File: src/logic/lo_div_pkg.sv
/*
  constants and types shared by the quadrature lo divider device end and its controller end.
  assumes both ends run on the same 20 MHz system clock; the quad-rate lo clock is a signal.
*/
//
// Behaviour
// divide quad-rate lo by four for I/Q
// sixteen phase steps of 22.5 degrees each
// reset forces divider to known state
// divider may power up in any state
// I and Q always a quarter cycle apart
// all channels share one internal lo
// controller holds reset high 20 ns minimum
// divider restarts on next lo rising edge
// controller releases reset on all devices together
// controller changes reset on lo falling edges
// phase code steps rotation from code zero
// channel enable bit activates its demodulator
// controller runs sync check with code zero
// divider is two-bit counter held in reset
package lo_div_pkg;
  // ****************************************************
  // timing
  // ****************************************************
  localparam int unsigned clk_mhz = 20;
  localparam int unsigned reset_min_ns = 20;
  localparam int unsigned reset_min_cycles =
    ((reset_min_ns * clk_mhz + 999) / 1000) < 1 ? 1 : ((reset_min_ns * clk_mhz + 999) / 1000);
  // ****************************************************
  // fields and reset values
  // ****************************************************
  localparam int unsigned phase_code_width = 4;
  localparam int unsigned phase_steps = 16;
  localparam int unsigned enable_bit_pos = 4;
  localparam logic [1:0] div_reset_state = 2'h0;
  localparam logic [3:0] sync_check_code = 4'h0;
  localparam int unsigned num_channels = 8;
  typedef enum {ctl_idle, ctl_setup, ctl_wait_fall, ctl_hold, ctl_release, ctl_done} ctl_state_type;
endpackage : lo_div_pkg

File: src/logic/lo_div_if.sv
/*
  link between the controller end and the divider device end.
  assumes a shared system clock; lo_quad_rate_clock is carried as a data signal.
*/
`timescale 1ns/10ps
interface lo_div_if
  import lo_div_pkg::*;
#(
  parameter int unsigned channels = num_channels
);
  logic lo_quad_rate_clock;
  logic div_reset;
  logic [channels*phase_code_width-1:0] phase_codes;
  logic [channels-1:0] channel_enables;
  modport device (
    input lo_quad_rate_clock,
    input div_reset,
    input phase_codes,
    input channel_enables
  );
  modport controller (
    output lo_quad_rate_clock,
    output div_reset,
    output phase_codes,
    output channel_enables
  );
endinterface : lo_div_if

File: src/logic/lo_divider_controller.sv
/*
  controller end: makes the quad-rate lo by dividing the system clock, drives codes
  and enables, and issues a reset pulse aligned to lo falling edges.
  assumes one controller fans out to every device of the array.
*/
`timescale 1ns/10ps
module lo_divider_controller
  import lo_div_pkg::*;
#(
  parameter int unsigned channels = num_channels,
  parameter int unsigned lo_half_cycles = 2,
  parameter int unsigned hold_lo_periods = 1
)
(
  input wire logic i_clk,
  input wire logic i_resetn,
  input wire logic i_sync_start,
  input wire logic i_sync_check,
  input wire logic [channels*phase_code_width-1:0] i_phase_codes,
  input wire logic [channels-1:0] i_channel_enables,
  lo_div_if.controller link,
  output logic o_busy,
  output logic o_done
);
  // ****************************************************
  // lo generation
  // ****************************************************
  logic [7:0] half_cnt_r, half_cnt_nxt;
  logic lo_r, lo_nxt;
  logic lo_fall;

  // toggle lo every lo_half_cycles system clocks
  always_comb
  begin
    lo_fall = 1'b0;
    lo_nxt = lo_r;
    half_cnt_nxt = half_cnt_r + 8'h1;
    if (half_cnt_r == 8'(lo_half_cycles - 1))
    begin
      half_cnt_nxt = 8'h0;
      lo_nxt = ~lo_r;
      lo_fall = lo_r;
    end
  end

  // ****************************************************
  // reset sequencing
  // ****************************************************
  ctl_state_type st_r, st_nxt;
  logic rst_r, rst_nxt, done_r, done_nxt;
  logic busy_r, busy_nxt;
  logic [7:0] hold_r, hold_nxt;
  logic [channels*phase_code_width-1:0] codes_r, codes_nxt;
  logic [channels-1:0] en_r, en_nxt;
  logic check_r, check_nxt;

  // program codes, then raise and drop reset on lo falling edges
  always_comb
  begin
    st_nxt = st_r;
    rst_nxt = rst_r;
    done_nxt = 1'b0;
    hold_nxt = hold_r;
    check_nxt = check_r;
    codes_nxt = check_r ? {channels{sync_check_code}} : i_phase_codes;
    en_nxt = check_r ? '1 : i_channel_enables;
    case (st_r)
      ctl_idle:
        if (i_sync_start)
        begin
          check_nxt = i_sync_check;
          st_nxt = ctl_setup;
        end
      ctl_setup:
        st_nxt = ctl_wait_fall;
      ctl_wait_fall:
        if (lo_fall)
        begin
          rst_nxt = 1'b1;
          hold_nxt = 8'h0;
          st_nxt = ctl_hold;
        end
      ctl_hold:
        if (lo_fall)
        begin
          hold_nxt = hold_r + 8'h1;
          if (hold_r >= 8'(hold_lo_periods - 1))
          begin
            rst_nxt = 1'b0; // common release on a falling edge
            st_nxt = ctl_release;
          end
        end
      ctl_release:
        begin
          done_nxt = 1'b1;
          st_nxt = ctl_done;
        end
      ctl_done:
        begin
          check_nxt = 1'b0;
          st_nxt = ctl_idle;
        end
      default:
        st_nxt = ctl_idle;
    endcase
    // busy follows the next state, so the registered flag tracks the state register
    busy_nxt = (st_nxt != ctl_idle);
  end

  // one full lo period high is at least 4 clocks, above reset_min_cycles
  always_ff @(posedge i_clk or negedge i_resetn)
  begin
    if (!i_resetn)
    begin
      half_cnt_r <= 8'h0;
      lo_r <= 1'b0;
      st_r <= ctl_idle;
      rst_r <= 1'b0;
      done_r <= 1'b0;
      busy_r <= 1'b0;
      hold_r <= 8'h0;
      codes_r <= '0;
      en_r <= '0;
      check_r <= 1'b0;
    end
    else
    begin
      half_cnt_r <= half_cnt_nxt;
      lo_r <= lo_nxt;
      st_r <= st_nxt;
      rst_r <= rst_nxt;
      done_r <= done_nxt;
      busy_r <= busy_nxt;
      hold_r <= hold_nxt;
      codes_r <= codes_nxt;
      en_r <= en_nxt;
      check_r <= check_nxt;
    end
  end

  assign link.lo_quad_rate_clock = lo_r;
  assign link.div_reset = rst_r;
  assign link.phase_codes = codes_r;
  assign link.channel_enables = en_r;
  assign o_busy = busy_r;
  assign o_done = done_r;
endmodule : lo_divider_controller

File: src/flat_wrapper.sv
// flat-port wrapper written by rule: the top's interface ports become plain ports
module lo_divider_controller_flat import lo_div_pkg::*;
#(
  parameter int unsigned channels = num_channels,
  parameter int unsigned lo_half_cycles = 2,
  parameter int unsigned hold_lo_periods = 1
)
  (i_clk, i_resetn, i_sync_start, i_sync_check, i_phase_codes, i_channel_enables, o_busy, o_done, link_lo_quad_rate_clock, link_div_reset, link_phase_codes, link_channel_enables);
  lo_div_if #(.channels(channels)) link_i ();
  input wire logic i_clk;
  input wire logic i_resetn;
  input wire logic i_sync_start;
  input wire logic i_sync_check;
  input wire logic [channels*phase_code_width-1:0] i_phase_codes;
  input wire logic [channels-1:0] i_channel_enables;
  output logic o_busy;
  output logic o_done;
  output wire logic [$bits(link_i.lo_quad_rate_clock)-1:0] link_lo_quad_rate_clock;
  output wire logic [$bits(link_i.div_reset)-1:0] link_div_reset;
  output wire logic [$bits(link_i.phase_codes)-1:0] link_phase_codes;
  output wire logic [$bits(link_i.channel_enables)-1:0] link_channel_enables;
  assign link_lo_quad_rate_clock = link_i.lo_quad_rate_clock;
  assign link_div_reset = link_i.div_reset;
  assign link_phase_codes = link_i.phase_codes;
  assign link_channel_enables = link_i.channel_enables;
  lo_divider_controller #(.channels(channels), .lo_half_cycles(lo_half_cycles), .hold_lo_periods(hold_lo_periods)) u_core (.i_clk(i_clk), .i_resetn(i_resetn), .i_sync_start(i_sync_start), .i_sync_check(i_sync_check), .i_phase_codes(i_phase_codes), .i_channel_enables(i_channel_enables), .link(link_i), .o_busy(o_busy), .o_done(o_done));
endmodule
File: config.mk
export PLATFORM = sky130hd
export DESIGN_NAME = lo_divider_controller_flat
export DESIGN_NICKNAME = d
export VERILOG_FILES = /design/src/logic/lo_div_pkg.sv /design/src/logic/lo_div_if.sv /design/src/logic/lo_divider_controller.sv /design/src/flat_wrapper.sv
export SDC_FILE = /design/constraint.sdc
export NUM_CORES = 1
export LEC_CHECK = 0
export BUFFER_PORTS_ARGS = -buffer_cell sky130_fd_sc_hd__buf_4
export CORE_MARGIN = 8
export CORE_UTILIZATION = 32
export CTS_CLUSTER_DIAMETER = 80
export DETAILED_ROUTE_END_ITERATION = 7
export PLACE_DENSITY = 0.55
export RECOVER_POWER = 50
export SLEW_MARGIN = 20
export SYNTH_ARGS = -nofsm -noshare
export SYNTH_HDL_FRONTEND = slang
export SYNTH_SLANG_ARGS = --single-unit
File: constraint.sdc
create_clock -name i_clk -period 2.1 [get_ports i_clk]
set_input_delay 0.105 -clock i_clk [delete_from_list [all_inputs] [get_ports i_clk]]
set_output_delay 0.105 -clock i_clk [all_outputs]
set_load 0.02 [all_outputs]
==> results.ini, run 1 <==
[status]
status = completed

[global_route]
grt_pass1_vias = 1987
antenna_found_initial = 0
grt_max_degree = 47
grt_pass1_wl_um = 9520
grt_overflow = 0
grt_use_total_pct = 10.5

[setup_path]
path_max_fanout = 8
critPathCapture = u_core.link.div_reset
rrSetupSlack_ns = 0.31
worstPathCellList = or4_4, nor4_4, nand4bb_1, mux2i_1
rr_worst_depth = 4
critPathMaxStageDelay_ns = 0.57
worstSetupPathType = register to register
regToRegStartpoint = u_core.half_cnt_r[3]
cp-startpoint = u_core.half_cnt_r[3]
cp-end-kind = register
crit_required_ns = 2.32
arrival_ns = 2.01
slowest_stage = or4_4
start_kind = register
reg2reg_to = u_core.link.div_reset

[clock_network]
clk_latency_ns = 0.34
root_buffer = clkbuf_8
clockBufferDepth = 2
cts_hold_buf = 41
htree_levels = 3
cts_resized = 0
cts_tree = yes
clock_sinks = 85
cts_inserted_buffers = 9
cts_setup_buffers = 0
clk_pin_slew_ns = 0.08

[power]
power.clock.fraction_pct = 42.1
netSwitchingFraction_pct = 20.2
combPwrFrac_pct = 8.2
p_leak_nw = 1.96
power_density_nw_per_um2 = 818
p_seq_share_pct = 49.7
internal-power_mw = 2.76
max-vdd-ir-drop_mv = 0.264
p_sw_uw = 698

[synthesis]
synth_cell_type_count = 31
synthCells = 190
ys_ff_latch = 85
syn_area_um2 = 2800
synth_warnings = 0
seq_area_frac_synth_pct = 76.0
syn_avg_cell_area_um2 = 14.7

[drt]
wire_per_inst_um = 12.8
post-route-drc-count = 0
via_per_inst = 3.99
antenna_left = 0
drt-total-wl_um = 6000
vias = 1864
drt_first_pass_iters = 2
drtIter0Drc = 32

[cells_and_area]
diodes = 0
syn_to_final_growth_pct = 50.9
fin_area_um2 = 4230
fin_nets = 400
final_cell_mix = 85 x dfrtp_1, 50 x buf_4, 41 x dlygate4sd3_1, 40 x clkbuf_1, 33 x nor2b_1
final_util_pct = 49.2
drive_gt1_share_pct = 22.3
final_common_cell = dfrtp_1

[worst_hold_path]
hp-class = primary input to register

[job]
maxCapViolations = 0

[floorplanning]
fp.coreArea_um2 = 8590
start_util_pct = 32.6
ios = 88
dieWidth_um = 110
dieArea_um2 = 12000
die_h_um = 110
row_count = 34

[sta]
skew_ns = 0.00705
max-slew-margin-rel_pct = 22.2
hold_viol_final = 0
period_needed_ns = 1.79
fmax_ghz = 0.560
rsz0062_at_grt = no
timing.setup.tns_ns = 0
fin_crit_sh_pct = 85.0
hold_ws_ns = 0.0475
slew_viol_final = 0
tightest_slew_ns = 1.17
setup_viol = 0

[placement]
placed_cell_area_um2 = 3700
hpwl_um = 3930
gp_congestion = 0.732
io_buffers = 87

cells by family after synthesis:
kind of cell               after synthesis  share of synthesized area, %
DFF                                     85                          76.0
and+or+nand+nor                         76                          17.3
AOI/OAI and AO/OA                       10                          2.23
buffers and inverters                    9                          1.21
xor gates and xnor gates                 6                          1.88
adders and majority gates                2                         0.894
other                                    1                         0.134
muxes                                    1                         0.357
synthesized netlist by cell type:
library cell  number  area [um2]
inv_1              4        15.0
o311ai_0           1        8.76
or2_2             10        62.6
nand2_1            2        7.51
nor2b_1           33         206
and3_1             1        6.26
nor4_1             6        37.5
and2_1             1        6.26
xnor2_1            5        43.8
a31oi_1            1        6.26
dfrtp_1           85        2130
o21ai_0            3        15.0
nand4b_1           2        17.5
clkbuf_1           5        18.8
xor2_1             1        8.76
nand4_1            3        18.8
nor2_1             5        18.8
or4_4              1        11.3
nand3_1            5        25.0
and4_2             1        10.0
mux2i_1            1        10.0
ha_1               2        25.0
a21oi_1            3        15.0
and3_2             1        7.51
conb_1             1        3.75
a21o_2             1        8.76
nand4bb_1          1        11.3
nor4_4             1        21.3
nor3_1             2        10.0
nor3b_1            1        7.51
o41ai_1            1        8.76
power by group through the flow:
stage                     Combinational [mW]  Clock [mW]  Sequential [mW]
final                                  0.283        1.45             1.72
after global routing                   0.312        1.57             1.73
after CTS                              0.317        1.51             1.72
after detailed placement               0.255           0             1.75
after global placement                 0.253           0             1.75
after floorplan                       0.0355           0             1.80
routing by layer:
metal,routed length (um),global-route usage (%)
met5,0,0
met4,136,6.08
met3,406,3.22
met2,2970,16.7
met1,2490,12.3
worst min-delay path by stage:
stage | startpoint | end | cells past startpoint
floorplan | i_resetn | u_core.check_r | 0
global placement | i_resetn | u_core.half_cnt_r[7] | 1
detailed placement | i_resetn | u_core.link.channel_enables[7] | 1
CTS | i_sync_check | u_core.check_r | 3
global route | i_sync_check | u_core.check_r | 3
finish | i_sync_check | u_core.check_r | 3
layout make-up:
class                   instances  area, um2
well taps                     108        135
repair buffers                130        950
inverters                       4       15.0
flip-flops and latches         85       2130
fillers                       810       4370
clock inverters                 4        120
multi-input cells             124        744
clock buffers                  12        135
registers in the layout, summed over array words and instances (netlist names):
name	count
u_core.check_r	1
u_core.half_cnt_r	8
u_core.link.channel_enables	8
u_core.link.div_reset	1
u_core.link.lo_quad_rate_clock	1
u_core.link.phase_codes	32
u_core.o_busy	1
u_core.o_done	1
u_core.st_r	32
through the flow:
step / setup slack [ns] / power, mW / std cells
detailed placement: 0.322 / 2.01 / 410
CTS: 0.312 / 3.55 / 467
finish: 0.315 / 3.46 / 467
global placement: 0.320 / 2.00 / 410
floorplan: 0.441 / 1.84 / 218
global route: 0.225 / 3.61 / 467
critical path, delay by kind of cell, from the launching register on:
kind,cells,cell delay (ns)
and+or+nand+nor,3,1.10
DFF,1,0.42
muxes,1,0.15
No activity file was read; power rests on OpenSTA's default activity.
==> inputs of run 2 (changes only) <==
- CTS_BUF_LIST: unset -> sky130_fd_sc_hd__clkbuf_8
==> run 2 against run 1 <==
Net effect: non-clock buffer count did not move; flip-flop and latch count did not move; die area did not move; global-route usage did not move.
==> results.ini, run 2 (same netlist as run 1, synthesis figures left out) <==
[drt]
drt-total-wl_um = 6010
via_per_inst = 3.99
antenna_left = 0
vias = 1862
drtIter0Drc = 35
drt_first_pass_iters = 2
post-route-drc-count = 0
wire_per_inst_um = 12.9

[clock_network]
cts_setup_buffers = 0
cts_tree = yes
cts_resized = 0
clock_sinks = 85
clk_pin_slew_ns = 0.08
htree_levels = 3
cts_inserted_buffers = 9
cts_hold_buf = 41
clk_latency_ns = 0.34
clockBufferDepth = 2
root_buffer = clkbuf_8

[sta]
timing.setup.tns_ns = 0
setup_viol = 0
tightest_slew_ns = 1.17
max-slew-margin-rel_pct = 22.2
hold_viol_final = 0
period_needed_ns = 1.78
skew_ns = 0.00705
fin_crit_sh_pct = 85.0
fmax_ghz = 0.560
rsz0062_at_grt = no
slew_viol_final = 0

[floorplanning]
start_util_pct = 32.6
dieArea_um2 = 12000
ios = 88
row_count = 34
fp.coreArea_um2 = 8590
dieWidth_um = 110
die_h_um = 110

[job]
maxCapViolations = 0

[power]
max-vdd-ir-drop_mv = 0.264
combPwrFrac_pct = 8.2
p_leak_nw = 1.97
power_density_nw_per_um2 = 815
p_sw_uw = 699
internal-power_mw = 2.74
p_seq_share_pct = 49.9
power.clock.fraction_pct = 41.9
netSwitchingFraction_pct = 20.3

[cells_and_area]
seq_area_um2 = 2130
final_cell_mix = 85 x dfrtp_1, 50 x buf_4, 41 x dlygate4sd3_1, 37 x clkbuf_1, 33 x nor2b_1
diodes = 0
drive_gt1_share_pct = 22.3
multi_input_area_um2 = 744
fin_nets = 400
fillers = 810
final_common_cell = dfrtp_1
syn_to_final_growth_pct = 50.9
fin_area_um2 = 4230

[placement]
hpwl_um = 3930
placed_cell_area_um2 = 3700
io_buffers = 87
gp_congestion = 0.732

[global_route]
grt_overflow = 0
antenna_found_initial = 0
grt_pass1_vias = 1987
grt_pass1_wl_um = 9520
grt_max_degree = 47
grt_use_total_pct = 10.5

[setup_path]
worstSetupPathType = register to register
arrival_ns = 2.01
start_kind = register
cp-end-kind = register
crit_required_ns = 2.33
path_max_fanout = 8

[status]
status = completed

[worst_hold_path]
hp-class = primary input to register

[run 2: final cells by class]
class,count,share of cell area (%)
inverter,4,0.355
sequential,85,50.3
timing repair buffer,130,22.5
clock buffer,9,2.93
tap,108,3.20
multi-input combinational,124,17.6
clock inverter,7,3.11
[run 2: worst max-delay path, cell delays in order (launching register included)]
cell	delay, ns
dfrtp_1	0.42
or4_4	0.57
nor4_4	0.35
nand4bb_1	0.18
mux2i_1	0.15
[run 2: layer usage]
metal	vias to the layer above	global-route usage, %	routed length (um)
met5	-	0	0
met4	0	6.08	136
met3	12	3.22	406
met2	45	16.7	2950
met1	884	12.3	2520
li1	921	-	-
[run 2: power by group through the flow]
stage | logic, mW | registers, mW | clock network [mW]
CTS | 0.317 | 1.72 | 1.50
finish | 0.283 | 1.72 | 1.44
floorplan | 0.0355 | 1.80 | 0
detailed placement | 0.255 | 1.75 | 0
global placement | 0.253 | 1.75 | 0
global route | 0.312 | 1.73 | 1.56
[run 2: metrics by stage]
step                hold WS [ns]  cells  setup WS [ns]  util (%)  power, mW
floorplan                 -0.191    218          0.441         -       1.84
global placement           0.157    410          0.320      43.1       2.00
detailed placement         0.156    410          0.322      43.1       2.01
CTS                       0.0238    467          0.312      50.8       3.54
global route              0.0446    467          0.225      49.2       3.60
finish                    0.0476    467          0.315      49.2       3.44
[run 2: final timing paths]
path,endpoint,from,slack [ns],depth (start not counted)
max in group asynchronous,u_core.st_r[4],i_resetn,0.80,3
setup / recovery,u_core.link.div_reset,u_core.half_cnt_r[3],0.32,4
hold reg to reg,u_core.half_cnt_r[4],u_core.half_cnt_r[4],0.51,1
setup reg to reg,u_core.link.div_reset,u_core.half_cnt_r[3],0.32,4
min in group asynchronous,u_core.link.channel_enables[7],i_resetn,0.52,2
hold / removal,u_core.check_r,i_sync_check,0.05,3
==> inputs of run 3 (changes only) <==
- PLACE_DENSITY: 0.55 -> 0.57
- clock period: 2.1 -> 1.6 ns (I/O delays scaled with it)
==> run 3 against run 2 <==
Net effect: clock-buffer cell count is 2 higher; clock power grew 15%; combinational power is 44% higher; core utilization is 1.9 points higher; critical path depth is the same; register-to-register slack got worse by 0.38 ns; sequential power up 31%; first-iteration DRC count grew to 2.9 times the previous value; global-route usage grew 0.30 points; critical endpoint unchanged; power grew 26%; hold slack got worse by 0.014 ns; the flow now finishes with violations (negative setup slack).
==> results.ini, run 3 (same netlist as run 1, synthesis figures left out) <==
[power]
netSwitchingFraction_pct = 21.2
max-vdd-ir-drop_mv = 0.489
p_leak_nw = 2.11
combPwrFrac_pct = 9.4
internal-power_mw = 3.41
power_density_nw_per_um2 = 986
power.clock.fraction_pct = 38.4
p_seq_share_pct = 52.2
p_sw_uw = 920

[drt]
via_per_inst = 4.08
vias = 1930
drt_first_pass_iters = 4
wire_per_inst_um = 13.2
post-route-drc-count = 0
drt-total-wl_um = 6230
drtIter0Drc = 101
antenna_left = 0

[cells_and_area]
fin_nets = 407
drive_gt1_share_pct = 35.1
layout.cells.non_filler = 473
diodes = 0
final_common_cell = buf_4
syn_to_final_growth_pct = 56.9
final_util_pct = 51.1
final_cell_mix = 91 x buf_4, 85 x dfrtp_1, 41 x dlygate4sd3_1, 33 x nor2b_1, 29 x conb_1

[global_route]
grt_overflow = 0
grt_pass1_wl_um = 9870
antenna_found_initial = 0
grt_use_total_pct = 10.8
grt_pass1_vias = 1989
grt_max_degree = 42

[sta]
tightest_slew_ns = 0.555
fin_crit_sh_pct = 104
hold_viol_final = 0
slew_viol_final = 0
max-slew-margin-rel_pct = 63.0
skew_ns = 0.00618
fmax_ghz = 0.601
fin_ws_ns = -0.0633
setup_viol = 5
rsz0062_at_grt = yes
period_needed_ns = 1.66

[setup_path]
worstSetupPathType = register to register
cp-end-kind = register
path_max_fanout = 6
start_kind = register
arrival_ns = 1.88
regToRegStartpoint = u_core.half_cnt_r[3]
crit_required_ns = 1.82
cp-startpoint = u_core.half_cnt_r[3]

[floorplanning]
ios = 88
dieArea_um2 = 12000
dieWidth_um = 110
fp.coreArea_um2 = 8590
row_count = 34
start_util_pct = 32.6
die_h_um = 110

[worst_hold_path]
hp-class = primary input to register
holdCritStartpoint = i_sync_check

[status]
status = finished, violations left
violations = negative setup slack

[clock_network]
root_buffer = clkbuf_8
clk_pin_slew_ns = 0.08
clockBufferDepth = 2
cts_inserted_buffers = 9
clk_latency_ns = 0.34
clock_sinks = 85
cts_tree = yes
htree_levels = 3

[job]
maxCapViolations = 0

[placement]
dp.cells = 415
io_buffers = 87
hpwl_um = 4140
gp_congestion = 0.746

-- run 3: metrics by stage --
stage                     total power, mW  TNS (ns)  worst slack [ns]  area [um2]  hold WS [ns]
final                                4.33    -0.171           -0.0633        4390        0.0331
after global routing                 4.54    -0.622            -0.121        4390        0.0270
after CTS                            4.41    -0.103           -0.0466        4380        0.0147
after detailed placement             2.64   -0.0151           -0.0123        3740       0.00366
after global placement               2.63   -0.0125          -0.00752        3740       0.00209
after floorplan                      2.41    -0.114           -0.0588        2910        -0.216
-- run 3: worst max-delay path, stage by stage, from the launching register on --
cell	delay, ns
dfrtp_1	0.39
or4_4	0.55
nor4_4	0.28
nand4bb_1	0.17
mux2i_1	0.15
-- run 3: final timing paths --
| kind | slack [ns] | cells past startpoint | to |
|---|---|---|---|
| worst min-delay path | 0.03 | 3 | u_core.check_r |
| worst max register to register | -0.06 | 4 | u_core.link.div_reset |
| worst max-delay path | -0.06 | 4 | u_core.link.div_reset |
| max in group asynchronous | 0.35 | 3 | u_core.half_cnt_r[2] |
| worst min register to register | 0.52 | 1 | u_core.half_cnt_r[6] |
| min in group asynchronous | 0.25 | 2 | u_core.link.phase_codes[1] |
-- run 3: layout make-up --
cell class	instances	area [um2]
multi-input combinational	124	773
timing repair buffer	137	1120
sequential	85	2130
fill	753	4200
clock buffer	11	151
clock inverter	4	72.6
inverter	4	15.0
tap	108	135
-- run 3: power by group through the flow --
stage | combinational, mW | sequential (mW) | clock (mW)
final | 0.407 | 2.26 | 1.66
after global routing | 0.444 | 2.27 | 1.82
after CTS | 0.421 | 2.26 | 1.73
after detailed placement | 0.338 | 2.30 | 0
after global placement | 0.334 | 2.30 | 0
after floorplan | 0.0466 | 2.37 | 0
-- run 3: routing by layer --
metal  track usage (%)  wire [um]  share of wire (%)  vias up
li1                  -          -                  -      936
met1              13.1       2480                 40      925
met2              16.9       3150                 51       57
met3              3.34        466                7.5       12
met4              5.50        131                2.1        0
met5                 0          0                  0        -
-- run 3: timing repair --
item | CTS | global route
setup endpoints to repair | 3 | 9
setup buffers | 0 | 2
pin swaps | 0 | 2
endpoints found under the hold margin | 103 | 0
gates resized for setup | 1 | 4
hold buffers | 41 | 0
